[config.mk]
export PLATFORM = sky130hd
export DESIGN_NAME = core_memory_pattern_tester
export DESIGN_NICKNAME = d
export VERILOG_FILES = /design/src/pkg/core_memory_pattern_tester_pkg.sv /design/src/design/core_memory_pattern_tester.sv
export VERILOG_INCLUDE_DIRS = /design/src /design/src/pkg
export SDC_FILE = /design/constraint.sdc
export NUM_CORES = 1
export LEC_CHECK = 0
export ABC_CLOCK_PERIOD_IN_PS = 5200
export BUFFER_PORTS_ARGS = -buffer_cell sky130_fd_sc_hd__buf_2
export CAP_MARGIN = 20
export CORE_MARGIN = 10
export CORE_UTILIZATION = 57
export CTS_CLUSTER_DIAMETER = 30
export DETAILED_ROUTE_END_ITERATION = 8
export PLACE_DENSITY_LB_ADDON = 0.2
export SLEW_MARGIN = 25
export SYNTH_ARGS = -nofsm -noshare
export SYNTH_HDL_FRONTEND = slang
export SYNTH_SLANG_ARGS = --single-unit
[constraint.sdc]
create_clock -name ref_clk -period 5.2 [get_ports ref_clk]
set_input_delay 1.56 -clock ref_clk [delete_from_list [all_inputs] [get_ports ref_clk]]
set_output_delay 1.56 -clock ref_clk [all_outputs]
set_load 0.05 [all_outputs]
[src/pkg/core_memory_pattern_tester_defs.svh]
// register offsets, field positions, reset values and pulse counter figures of the pattern tester
`ifndef CORE_MEMORY_PATTERN_TESTER_DEFS_SVH
`define CORE_MEMORY_PATTERN_TESTER_DEFS_SVH

// ----------------------------------------------------------------
// register byte offsets
// ----------------------------------------------------------------
`define CMPT_OFS_PANEL 8'h00
`define CMPT_OFS_BIT_COMP 8'h04
`define CMPT_OFS_START 8'h08
`define CMPT_OFS_STATUS 8'h0C
`define CMPT_OFS_INFO 8'h10
`define CMPT_OFS_ADDR 8'h14

// ----------------------------------------------------------------
// panel register width and reset value, start register field position
// ----------------------------------------------------------------
`define CMPT_PANEL_WIDTH 9
`define CMPT_PANEL_RESET 9'h000
`define CMPT_START_BIT 0

// ----------------------------------------------------------------
// pulse counter values
// ----------------------------------------------------------------
`define CMPT_PC_ZERO 2'h0
`define CMPT_PC_LOAD 2'h1
`define CMPT_PC_CHECK 2'h2
`define CMPT_PC_END 2'h3

// ----------------------------------------------------------------
// address bits that pick the checkerboard phase
// ----------------------------------------------------------------
`define CMPT_ADDR_LOW_BIT 2
`define CMPT_ADDR_HIGH_BIT 8

`endif

[src/pkg/core_memory_pattern_tester_pkg.sv]
// types shared by the pattern tester
package core_memory_pattern_tester_pkg;

   // panel switch image, msb first as laid out in the panel register
   typedef struct packed {
      logic manual_write;
      logic word_true;
      logic complement_mode;
      logic auto_select;
      logic checkerboard;
      logic stop_final;
      logic stop_on_error;
      logic continuous;
      logic local_mode;
   } panel_type;

   typedef enum logic [1:0] {
      idle = 2'b01,
      run = 2'b10
   } state_type;

endpackage

[src/design/core_memory_pattern_tester.sv]
// local maintenance pattern generator, checker, continue and clear logic of a core memory module
`include "core_memory_pattern_tester_defs.svh"

module core_memory_pattern_tester #(
   parameter int ADDR_WIDTH = 12,
   parameter int BIT_COUNT = 6
) (
   // clock and reset
   input wire logic ref_clk,
   input wire logic rst_n,
   // avalon-mm slave
   input wire logic [7:0] avs_address,
   input wire logic avs_read,
   input wire logic avs_write,
   input wire logic [31:0] avs_writedata,
   input wire logic [3:0] avs_byteenable,
   output logic [31:0] avs_readdata,
   output logic avs_waitrequest,
   // core stack side
   input wire logic [BIT_COUNT-1:0] stack_read_data,
   input wire logic parity_error,
   output logic [BIT_COUNT-1:0] expected_bit_driver,
   output logic [BIT_COUNT-1:0] info_register,
   output logic [ADDR_WIDTH-1:0] addr_register,
   output logic write_cycle_ff,
   output logic worst_case_ff,
   output logic error_ff,
   output logic [1:0] pulse_counter,
   output logic continue_level,
   output logic single_cycle_level
);

   // ----------------------------------------------------------------
   // helpers
   // ----------------------------------------------------------------
   function automatic logic [31:0] merge_lanes(input logic [31:0] old, input logic [31:0] wdata,
                                               input logic [3:0] be);
      logic [31:0] res;
      res = old;
      for (int i = 0; i < 4; i++)
      begin
         if (be[i])
         begin
            res[i*8 +: 8] = wdata[i*8 +: 8];
         end
      end
      return res;
   endfunction

   // ----------------------------------------------------------------
   // state
   // ----------------------------------------------------------------
   core_memory_pattern_tester_pkg::panel_type panel;
   core_memory_pattern_tester_pkg::state_type state;
   logic [BIT_COUNT-1:0] bit_complement_level;
   logic bus_ack;
   logic bus_take;
   logic wr_panel;
   logic wr_bit_comp;
   logic wr_start;
   logic wr_info;
   logic wr_addr;
   logic start_pulse;
   logic [31:0] merged;
   logic [31:0] next_readdata;

   logic auto_pattern_level;
   logic manual_pattern_level;
   logic checkerboard_level;
   logic word_true_level;
   logic complement_mode_level;
   logic normal_mode_level;
   logic manual_switch_out;
   logic addr_bit_two;
   logic addr_bit_eight;
   logic pattern_stage_one;
   logic pattern_stage_two;
   logic pattern_stage_three;
   logic pattern_stage_four;
   logic check_enable_driver;
   logic [BIT_COUNT-1:0] bit_mismatch_switch;
   logic all_addr_ones_gate;
   logic stop_on_error_level;
   logic stop_final_addr_level;
   logic error_halt;
   logic final_halt;
   logic counter_zero_or_three;
   logic end_of_cycle;
   logic advance;
   logic clear_info;
   logic set_error;
   logic [2:0] cycle_number;

   // ----------------------------------------------------------------
   // avalon slave: one wait state on every access
   // ----------------------------------------------------------------
   assign bus_take = (avs_read | avs_write) & ~bus_ack;
   assign avs_waitrequest = (avs_read | avs_write) & ~bus_ack;
   assign merged = merge_lanes(32'h0000_0000, avs_writedata, avs_byteenable);
   assign wr_panel = bus_take & avs_write & (avs_address == `CMPT_OFS_PANEL);
   assign wr_bit_comp = bus_take & avs_write & (avs_address == `CMPT_OFS_BIT_COMP);
   assign wr_start = bus_take & avs_write & (avs_address == `CMPT_OFS_START);
   assign wr_info = bus_take & avs_write & (avs_address == `CMPT_OFS_INFO);
   assign wr_addr = bus_take & avs_write & (avs_address == `CMPT_OFS_ADDR);
   assign start_pulse = wr_start & merged[`CMPT_START_BIT];

   always_ff @(posedge ref_clk or negedge rst_n)
   begin
      if (!rst_n)
      begin
         bus_ack <= 1'b0;
      end
      else
      begin
         bus_ack <= bus_take;
      end
   end

   always_comb
   begin
      next_readdata = 32'h0000_0000;
      case (avs_address)
         `CMPT_OFS_PANEL: next_readdata[`CMPT_PANEL_WIDTH-1:0] = panel;
         `CMPT_OFS_BIT_COMP: next_readdata[BIT_COUNT-1:0] = bit_complement_level;
         `CMPT_OFS_STATUS: next_readdata[12:0] = {cycle_number, pulse_counter, state == core_memory_pattern_tester_pkg::run,
                                                  single_cycle_level, continue_level, write_cycle_ff,
                                                  worst_case_ff, error_ff, 2'h0};
         `CMPT_OFS_INFO: next_readdata[BIT_COUNT-1:0] = info_register;
         `CMPT_OFS_ADDR: next_readdata[ADDR_WIDTH-1:0] = addr_register;
         default: next_readdata = 32'h0000_0000;
      endcase
   end

   always_ff @(posedge ref_clk or negedge rst_n)
   begin
      if (!rst_n)
      begin
         avs_readdata <= 32'h0000_0000;
      end
      else if (bus_take & avs_read)
      begin
         avs_readdata <= next_readdata;
      end
   end

   always_ff @(posedge ref_clk or negedge rst_n)
   begin
      if (!rst_n)
      begin
         panel <= `CMPT_PANEL_RESET;
         bit_complement_level <= '0;
      end
      else
      begin
         if (wr_panel)
         begin
            panel <= merged[`CMPT_PANEL_WIDTH-1:0];
         end
         if (wr_bit_comp)
         begin
            bit_complement_level <= merged[BIT_COUNT-1:0];
         end
      end
   end

   // ----------------------------------------------------------------
   // pattern generation
   // ----------------------------------------------------------------
   assign checkerboard_level = panel.checkerboard;
   assign auto_pattern_level = ~panel.checkerboard & panel.auto_select;
   assign manual_pattern_level = ~panel.checkerboard & ~panel.auto_select;
   assign manual_switch_out = manual_pattern_level;
   assign word_true_level = panel.word_true;
   assign complement_mode_level = panel.complement_mode;
   assign normal_mode_level = ~panel.complement_mode;
   assign addr_bit_two = addr_register[`CMPT_ADDR_LOW_BIT];
   assign addr_bit_eight = addr_register[`CMPT_ADDR_HIGH_BIT];

   // in checkerboard, stage one is true when the address bits agree and the word is true
   assign pattern_stage_one = checkerboard_level ? ~(addr_bit_two ^ addr_bit_eight) ^ ~word_true_level
                                                 : ~word_true_level;
   assign pattern_stage_two = ~pattern_stage_one;
   assign pattern_stage_three = (worst_case_ff & complement_mode_level) ? pattern_stage_two
                                                                         : pattern_stage_one;
   assign pattern_stage_four = ~pattern_stage_three & ~manual_switch_out;

   // each driver follows the pattern, inverted where its bit selector is set
   assign expected_bit_driver = {BIT_COUNT{pattern_stage_four}} ^ bit_complement_level;

   // ----------------------------------------------------------------
   // checking
   // ----------------------------------------------------------------
   assign check_enable_driver = (state == core_memory_pattern_tester_pkg::run) & ~manual_switch_out
                                & (pulse_counter == `CMPT_PC_CHECK);
   // read cycles hold stack data, write cycles the loaded pattern
   assign bit_mismatch_switch = expected_bit_driver ^ info_register;
   assign set_error = (check_enable_driver & (|bit_mismatch_switch)) | parity_error;

   // cycle of a worst case word, 1..4, from the write and worst case flags
   assign cycle_number = {1'b0, write_cycle_ff ^ worst_case_ff, write_cycle_ff}
                         + 3'h1;

   // ----------------------------------------------------------------
   // continue logic
   // ----------------------------------------------------------------
   assign single_cycle_level = ~panel.continuous;
   assign stop_on_error_level = panel.stop_on_error;
   assign stop_final_addr_level = panel.stop_final;
   assign all_addr_ones_gate = &addr_register;
   assign error_halt = stop_on_error_level & error_ff;
   assign final_halt = stop_final_addr_level & all_addr_ones_gate
                       & (manual_pattern_level
                          | (write_cycle_ff & ~worst_case_ff));
   assign continue_level = panel.local_mode & panel.continuous & ~error_halt & ~final_halt;

   assign end_of_cycle = (state == core_memory_pattern_tester_pkg::run) & (pulse_counter == `CMPT_PC_END);
   // a halted cycle leaves the word sequence where it stopped
   assign advance = end_of_cycle & ~error_halt & ~final_halt;
   assign counter_zero_or_three = (pulse_counter == `CMPT_PC_ZERO) | (pulse_counter == `CMPT_PC_END);

   // ----------------------------------------------------------------
   // cycle sequencing
   // ----------------------------------------------------------------
   always_ff @(posedge ref_clk or negedge rst_n)
   begin
      if (!rst_n)
      begin
         state <= core_memory_pattern_tester_pkg::idle;
         pulse_counter <= `CMPT_PC_ZERO;
      end
      else
      begin
         case (state)
            core_memory_pattern_tester_pkg::idle:
            begin
               if (start_pulse & panel.local_mode)
               begin
                  state <= core_memory_pattern_tester_pkg::run;
                  pulse_counter <= `CMPT_PC_ZERO;
               end
            end
            core_memory_pattern_tester_pkg::run:
            begin
               if (pulse_counter != `CMPT_PC_END)
               begin
                  pulse_counter <= pulse_counter + 2'h1;
               end
               else if (continue_level)
               begin
                  pulse_counter <= `CMPT_PC_ZERO;
               end
               else
               begin
                  state <= core_memory_pattern_tester_pkg::idle;
               end
            end
            default: state <= core_memory_pattern_tester_pkg::idle;
         endcase
      end
   end

   always_ff @(posedge ref_clk or negedge rst_n)
   begin
      if (!rst_n)
      begin
         write_cycle_ff <= 1'b0;
         worst_case_ff <= 1'b0;
      end
      else if (manual_pattern_level)
      begin
         write_cycle_ff <= panel.manual_write;
         worst_case_ff <= 1'b0;
      end
      else if (advance)
      begin
         write_cycle_ff <= ~write_cycle_ff;
         if (!write_cycle_ff)
         begin
            // set entering cycle two, cleared entering cycle four
            worst_case_ff <= complement_mode_level & ~worst_case_ff;
         end
      end
   end

   always_ff @(posedge ref_clk or negedge rst_n)
   begin
      if (!rst_n)
      begin
         addr_register <= '0;
      end
      else if (advance & (manual_pattern_level | (write_cycle_ff & ~worst_case_ff)))
      begin
         addr_register <= addr_register + 1'b1;
      end
      else if (wr_addr)
      begin
         addr_register <= merged[ADDR_WIDTH-1:0];
      end
   end

   // ----------------------------------------------------------------
   // information register and error flag clearing
   // ----------------------------------------------------------------
   always_comb
   begin
      clear_info = 1'b0;
      if (end_of_cycle & continue_level)
      begin
         if (!write_cycle_ff)
         begin
            clear_info = 1'b1;
         end
         else if (!manual_pattern_level)
         begin
            clear_info = 1'b1;
         end
      end
      // an error halt keeps its evidence until software clears stop on error
      else if ((state == core_memory_pattern_tester_pkg::idle) & counter_zero_or_three & ~error_halt
               & ~(manual_pattern_level & write_cycle_ff))
      begin
         clear_info = 1'b1;
      end
   end

   always_ff @(posedge ref_clk or negedge rst_n)
   begin
      if (!rst_n)
      begin
         info_register <= '0;
      end
      else if ((state == core_memory_pattern_tester_pkg::run) & (pulse_counter == `CMPT_PC_LOAD)
               & ~(manual_pattern_level & write_cycle_ff))
      begin
         info_register <= write_cycle_ff ? expected_bit_driver : stack_read_data;
      end
      else if (clear_info)
      begin
         info_register <= '0;
      end
      else if (wr_info)
      begin
         info_register <= merged[BIT_COUNT-1:0];
      end
   end

   always_ff @(posedge ref_clk or negedge rst_n)
   begin
      if (!rst_n)
      begin
         error_ff <= 1'b0;
      end
      else if (set_error)
      begin
         error_ff <= 1'b1;
      end
      else if (clear_info)
      begin
         error_ff <= 1'b0;
      end
   end

   // ----------------------------------------------------------------
   // checks
   // ----------------------------------------------------------------
   a_normal_no_worst: assert property (@(posedge ref_clk) disable iff (!rst_n)
      $rose(worst_case_ff) |-> $past(complement_mode_level))
      else $error("worst case flag set in normal mode");

   a_worst_set_second: assert property (@(posedge ref_clk) disable iff (!rst_n)
      $rose(worst_case_ff) |-> write_cycle_ff && $past(end_of_cycle) && !$past(write_cycle_ff))
      else $error("worst case flag set outside start of cycle two");

   a_worst_clear_fourth: assert property (@(posedge ref_clk) disable iff (!rst_n)
      $fell(worst_case_ff) && !manual_pattern_level |-> write_cycle_ff && !$past(write_cycle_ff))
      else $error("worst case flag cleared outside start of cycle four");

   a_checker_true: assert property (@(posedge ref_clk) disable iff (!rst_n)
      checkerboard_level && word_true_level && !worst_case_ff && bit_complement_level == '0
      |-> expected_bit_driver == {BIT_COUNT{addr_bit_two ^ addr_bit_eight}})
      else $error("checkerboard pattern wrong");

   a_word_complement: assert property (@(posedge ref_clk) disable iff (!rst_n)
      checkerboard_level && !word_true_level && !worst_case_ff && bit_complement_level == '0
      |-> expected_bit_driver == {BIT_COUNT{addr_bit_two == addr_bit_eight}})
      else $error("complemented checkerboard pattern wrong");

   a_check_sets_error: assert property (@(posedge ref_clk) disable iff (!rst_n)
      check_enable_driver && (expected_bit_driver != info_register) |=> error_ff [*1] ##1 1'b1)
      else $error("mismatch at pulse two did not set error");

   a_manual_no_compare: assert property (@(posedge ref_clk) disable iff (!rst_n)
      $rose(error_ff) && $past(manual_pattern_level) |-> $past(parity_error))
      else $error("compare set error in manual mode");

   a_single_no_continue: assert property (@(posedge ref_clk) disable iff (!rst_n)
      !panel.continuous |-> !continue_level && single_cycle_level)
      else $error("continue true in single cycle mode");

   a_error_stops: assert property (@(posedge ref_clk) disable iff (!rst_n)
      end_of_cycle && stop_on_error_level && error_ff
      |=> state == core_memory_pattern_tester_pkg::idle && error_ff)
      else $error("stop on error did not halt with error kept");

   a_addr_word_end: assert property (@(posedge ref_clk) disable iff (!rst_n)
      advance && !manual_pattern_level && !(write_cycle_ff && !worst_case_ff) && !wr_addr
      |=> addr_register == $past(addr_register))
      else $error("address counted before end of word");

   a_cycle_attrib: assert property (@(posedge ref_clk) disable iff (!rst_n)
      cycle_number == (worst_case_ff ? (write_cycle_ff ? 3'h2 : 3'h3) : (write_cycle_ff ? 3'h4 : 3'h1)))
      else $error("cycle number does not match write and worst case flags");

endmodule

# Yosys cells after proc, flatten, opt, wreduce, memory -nomap -nowiden
# Cells that the tools add are included.
[totals]
regBits = 54
input_bits = 55
output_inout_bits = 64
wordCells = 141
[op_classes]
addsub = 3
eq_ne = 16
muxes = 33
n_bitwise = 58
n_reduce_logical = 12
[op_table]
columns = ["operator", "count"]
rows = [
  ["$and 1x1->1", 35],
  ["$pmux 6 s5", 1],
  ["$mux 12", 2],
  ["$mux 6", 4],
  ["$eq 8x4->1 const B", 2],
  ["$eq 8x5->1 const B", 2],
  ["$mux 1", 14],
  ["$not 1->1", 14],
  ["$add 12x1->12 const B", 1],
  ["$mux 2", 6],
  ["$reduce_and 12->1", 1],
  ["$xor 6x6->6", 2],
  ["$pmux 3 s3", 1],
  ["$eq 8x3->1 const B", 1],
  ["$logic_not 8->1", 1],
  ["$mux 8", 1],
  ["$ne 2x2->1 const B", 4],
  ["$pmux 2 s2", 2],
  ["$reduce_bool 2->1", 4],
  ["$eq 2x2->1 const B", 3],
  ["$pmux 3 s2", 1],
  ["$reduce_and 3->1", 2],
  ["$reduce_or 6->1", 1],
  ["$eq 2x1->1 const B", 2],
  ["10 further kinds", 15],
]

# Depth between registers and ports, before layout
[logic_depth]
ltp_word = 14
mapped_depth = 10
mapped_depth_nobuf = 8

# Worst setup path before layout
# OpenSTA, ideal clock, no wires.
[synth_path]
path_type = "register to output"
from = "reg worst_case_ff"
to = "out expected_bit_driver[0]"
t_arrival_ns = 2.632
required_time_ns = 3.640
slack_ns = 1.008
stages_incl_launch_ff = 9
n_path_buf = 3
path_cell_list = "dfrtp_1 and3b_1 buf_6 or2_1 buf_4 nand2_1 a32oi_4 buf_8 xnor2_1"
[synth_via]
elab_chain_len = 5
[synth_lines]
columns = ["item", "line_no", "source"]
rows = [
  ["start, declared", "core_memory_pattern_tester.sv:26", "output logic worst_case_ff,"],
  ["start signal, assigned", "core_memory_pattern_tester.sv:280", "worst_case_ff <= complement_mode_level & ~worst_case_ff;"],
  ["$and 1x1->1", "core_memory_pattern_tester.sv:183", "assign pattern_stage_three = (worst_case_ff & complement_mode_level) ? pattern_stage_two"],
  ["$mux 1", "core_memory_pattern_tester.sv:183", ""],
  ["$not 1->1", "core_memory_pattern_tester.sv:185", "assign pattern_stage_four = ~pattern_stage_three & ~manual_switch_out;"],
  ["$and 1x1->1", "core_memory_pattern_tester.sv:185", ""],
  ["$xor 6x6->6", "core_memory_pattern_tester.sv:188", "assign expected_bit_driver = {BIT_COUNT{pattern_stage_four}} ^ bit_complement_level;"],
  ["end, declared", "core_memory_pattern_tester.sv:22", "output logic [BIT_COUNT-1:0] expected_bit_driver,"],
]
# No other way between the ends.

# Worst setup path after layout
# Same ends and word-level chain as after synthesis.

==> metrics.csv <==
metric;value;unit
Worst Hold Class;reg2reg;
cell family with most CP delay;simple AND/OR/NAND/NOR gates;
Max-slew headroom;35.5;%
Slew @ Worst Pin;0.960;ns
ranking of synthesized cells by area;dfrtp_1 34%, nand2_1 5.1%, buf_4 4.0%, mux4_2 3.4%, xnor2_1 3.1%;
status;completed;
Post-synth EDFFs;0;
Critical Path Slowest Stage Cell;a32oi_4;
Total GRT Usage;20.3;%
Initial Utilization;58.4;%
final global-route overflow total;0;
LEAKAGE;1.96;nW
CTS Hold Buffers Added;0;
dpl cells;572;
Placer Congestion;0.918;
Port Buf Inserts;77;
Sinks on Clock Net;54;
period utilization;83.6;%
top cells by count, synth;54 x nand2_1, 53 x dfrtp_1, 24 x o21ai_0;
most common cell in the netlist;nand2_1;
layout cells sized above 1;22.8;%
Syn Inst Count;443;
Post-Route Skew;0.00855;ns
Die Height;103;um
DRT iter0 DRCs;403;
routed vias/inst;6.45;
required time worst endpoint;3.64;ns
Mapped Avg Cell Area;8.90;um2
Avg WL per Cell;19.5;um
post-synthesis sequential area ratio;34.3;%
Max-Cap Viols;0;
area grow syn2layout;9.74;%
std cell rows;30;
CP Cell Sequence;and3b_1, or2_1, nand2_1, a32oi_4, xnor2_1, buf_2;
clk slew on worst S/H paths;0.10;ns
PostCTS Resize Cnt;0;
nature of the critical path startpoint;flip-flop;
non-filler instance count after layout;580;
CTS tree;yes;
Detailed Place HPWL;8.55;mm
wl on met1;4.87;mm
Worst-Skew Late Latency;0.30;ns
Die ar.;10600;um2
Yosys Warn Count;0;
via count;3742;
met2 WL;5.31;mm
synthesized flop and latch total;54;
fin. max-slew vios;0;
post-synth top area share;33.6;%
H-tree level count;2;
Worst Path Arrival;2.79;ns
largest net degree at the start of global routing;33;
Worst setup EP type;output port;
Net count, final;560;
total wire length;11.3;mm
Worst Path Buf+Inv;1;
Setup Crit Path Kind;reg2out;
P per Cell Area;203;nW/um2
final total power;0.000877;W
ANT cells;0;
min cycle time layout;4.35;ns
fraction of registers with async set/reset;100;%
Yosys cell types;79;
Die W;103;um
Top Layer Used;met4;
crit path max fanout;18;
first-pass GRT wire length;17.3;mm
met3 WL;1.07;mm
mapped cell area;3940;um2
number of CTS-inserted buffers;5;
Setup Buffers After CTS;0;
fmax;0.230;GHz
Final Hold Fails;0;
Final setup viols;0;
ys flop type;dfrtp_1;
Post-DRT Antenna Nets;0;
Worst IR Drop VDD;158;uV
total I/O pin count;119;
RSZ-0062 raised after global routing;no;
TNS Setup;0;ns
CTS root buf;clkbuf_8;
area of the core;6760;um2
DRC;0;
CP peak stage delay;0.59;ns
First-pass DRT Iterations;6;
antenna violations before repair;0;
leading area contributor after synthesis;dfrtp_1;
vias in the first global route;3444;
clock buffer depth;2;
==> flip-flops by register name, summed over array words and instances, names as in the netlist <==
name,count
panel,4
worst_case_ff,1
error_ff,1
bus_ack,1
word_true_level,1
write_cycle_ff,1
stop_final_addr_level,1
avs_readdata,13
complement_mode_level,1
bit_complement_level,6
stop_on_error_level,1
info_register,6
pulse_counter,2
state,2
addr_register,12
checkerboard_level,1
==> per-layer routing <==
layer / track usage, % / up-vias
met5: 0 / -
li1: - / 1734
met4: 3.21 / 0
met3: 4.32 / 10
met1: 27.6 / 1806
met2: 32.9 / 192
==> final cells by class <==
class                      instances  area (um2)
fill                             600        2430
timing repair buffer              81         415
clock buffer                       6        82.6
tap                               80         100
sequential                        54        1350
inverter                          11        41.3
multi-input combinational        346        2320
clock inverter                     2        16.3
==> placed cells by master, fill, tap and decap left out, types with 6 or more instances in the layout <==
cell,n
dfrtp_1,53
clkbuf_8,6
nand3_1,12
inv_1,11
buf_2,77
nand2b_1,10
nor2_1,20
nand4_1,10
o21ai_1,14
nor3_1,13
o32a_1,7
nand2_1,54
a32o_1,6
o21ai_0,24
ha_1,6
a22oi_1,6
nor2b_1,6
mux4_2,6
a22o_1,6
a21oi_1,21
conb_1,19
xnor2_1,14
==> through the flow <==
| step | area, um2 | setup WS [ns] | hold WS (ns) | util (%) |
|---|---|---|---|---|
| 2_1_floorplan | 4010 | 1.01 | 0.472 | - |
| 3_3_place_gp | 4230 | 1.26 | 0.441 | 62.6 |
| 3_5_place_dp | 4230 | 1.19 | 0.458 | 62.6 |
| 4_1_cts | 4330 | 0.832 | 0.468 | 64.1 |
| 5_1_grt | 4330 | 0.652 | 0.493 | 64.1 |
| 6_report | 4330 | 0.853 | 0.472 | 64.1 |
==> cell families after synthesis <==
group	share of synthesized area, %
DFF	34.3
AOI/OAI and AO/OA	23.5
and+or+nand+nor	21.9
other	0.0951
adders and majority gates	1.90
xor gates and xnor gates	4.03
buffers and inverters	8.60
muxes	5.62
==> worst reg2reg max path: cells and delay by family, from the launching register on <==
family | cells | cell delay, ns
and+or+nand+nor | 2 | 0.86
DFF | 1 | 0.57
AOI/OAI and AO/OA | 4 | 0.84
adders and majority gates | 1 | 0.29
==> report_power, final <==
part	internal [W]	switching (W)	total (W)	leakage [nW]
combinational	0.0000495	0.000127	0.000177	1.20
clock	0.000110	0.000140	0.000250	0.0478
sequential	0.000429	0.0000210	0.000450	0.709
==> final timing paths <==
path | startpoint | endpoint | depth (start not counted) | slack (ns)
worst min register to register | bus_ack | bus_ack | 1 | 0.47
worst max-delay path | worst_case_ff | expected_bit_driver[0] | 6 | 0.85
worst max register to register | write_cycle_ff | addr_register[10] | 7 | 2.47
worst min-delay path | bus_ack | bus_ack | 1 | 0.47
min in group asynchronous | rst_n | pulse_counter[0] | 1 | 1.24
max in group asynchronous | rst_n | bit_complement_level[5] | 2 | 3.11
No activity file was read; power rests on OpenSTA's default activity.
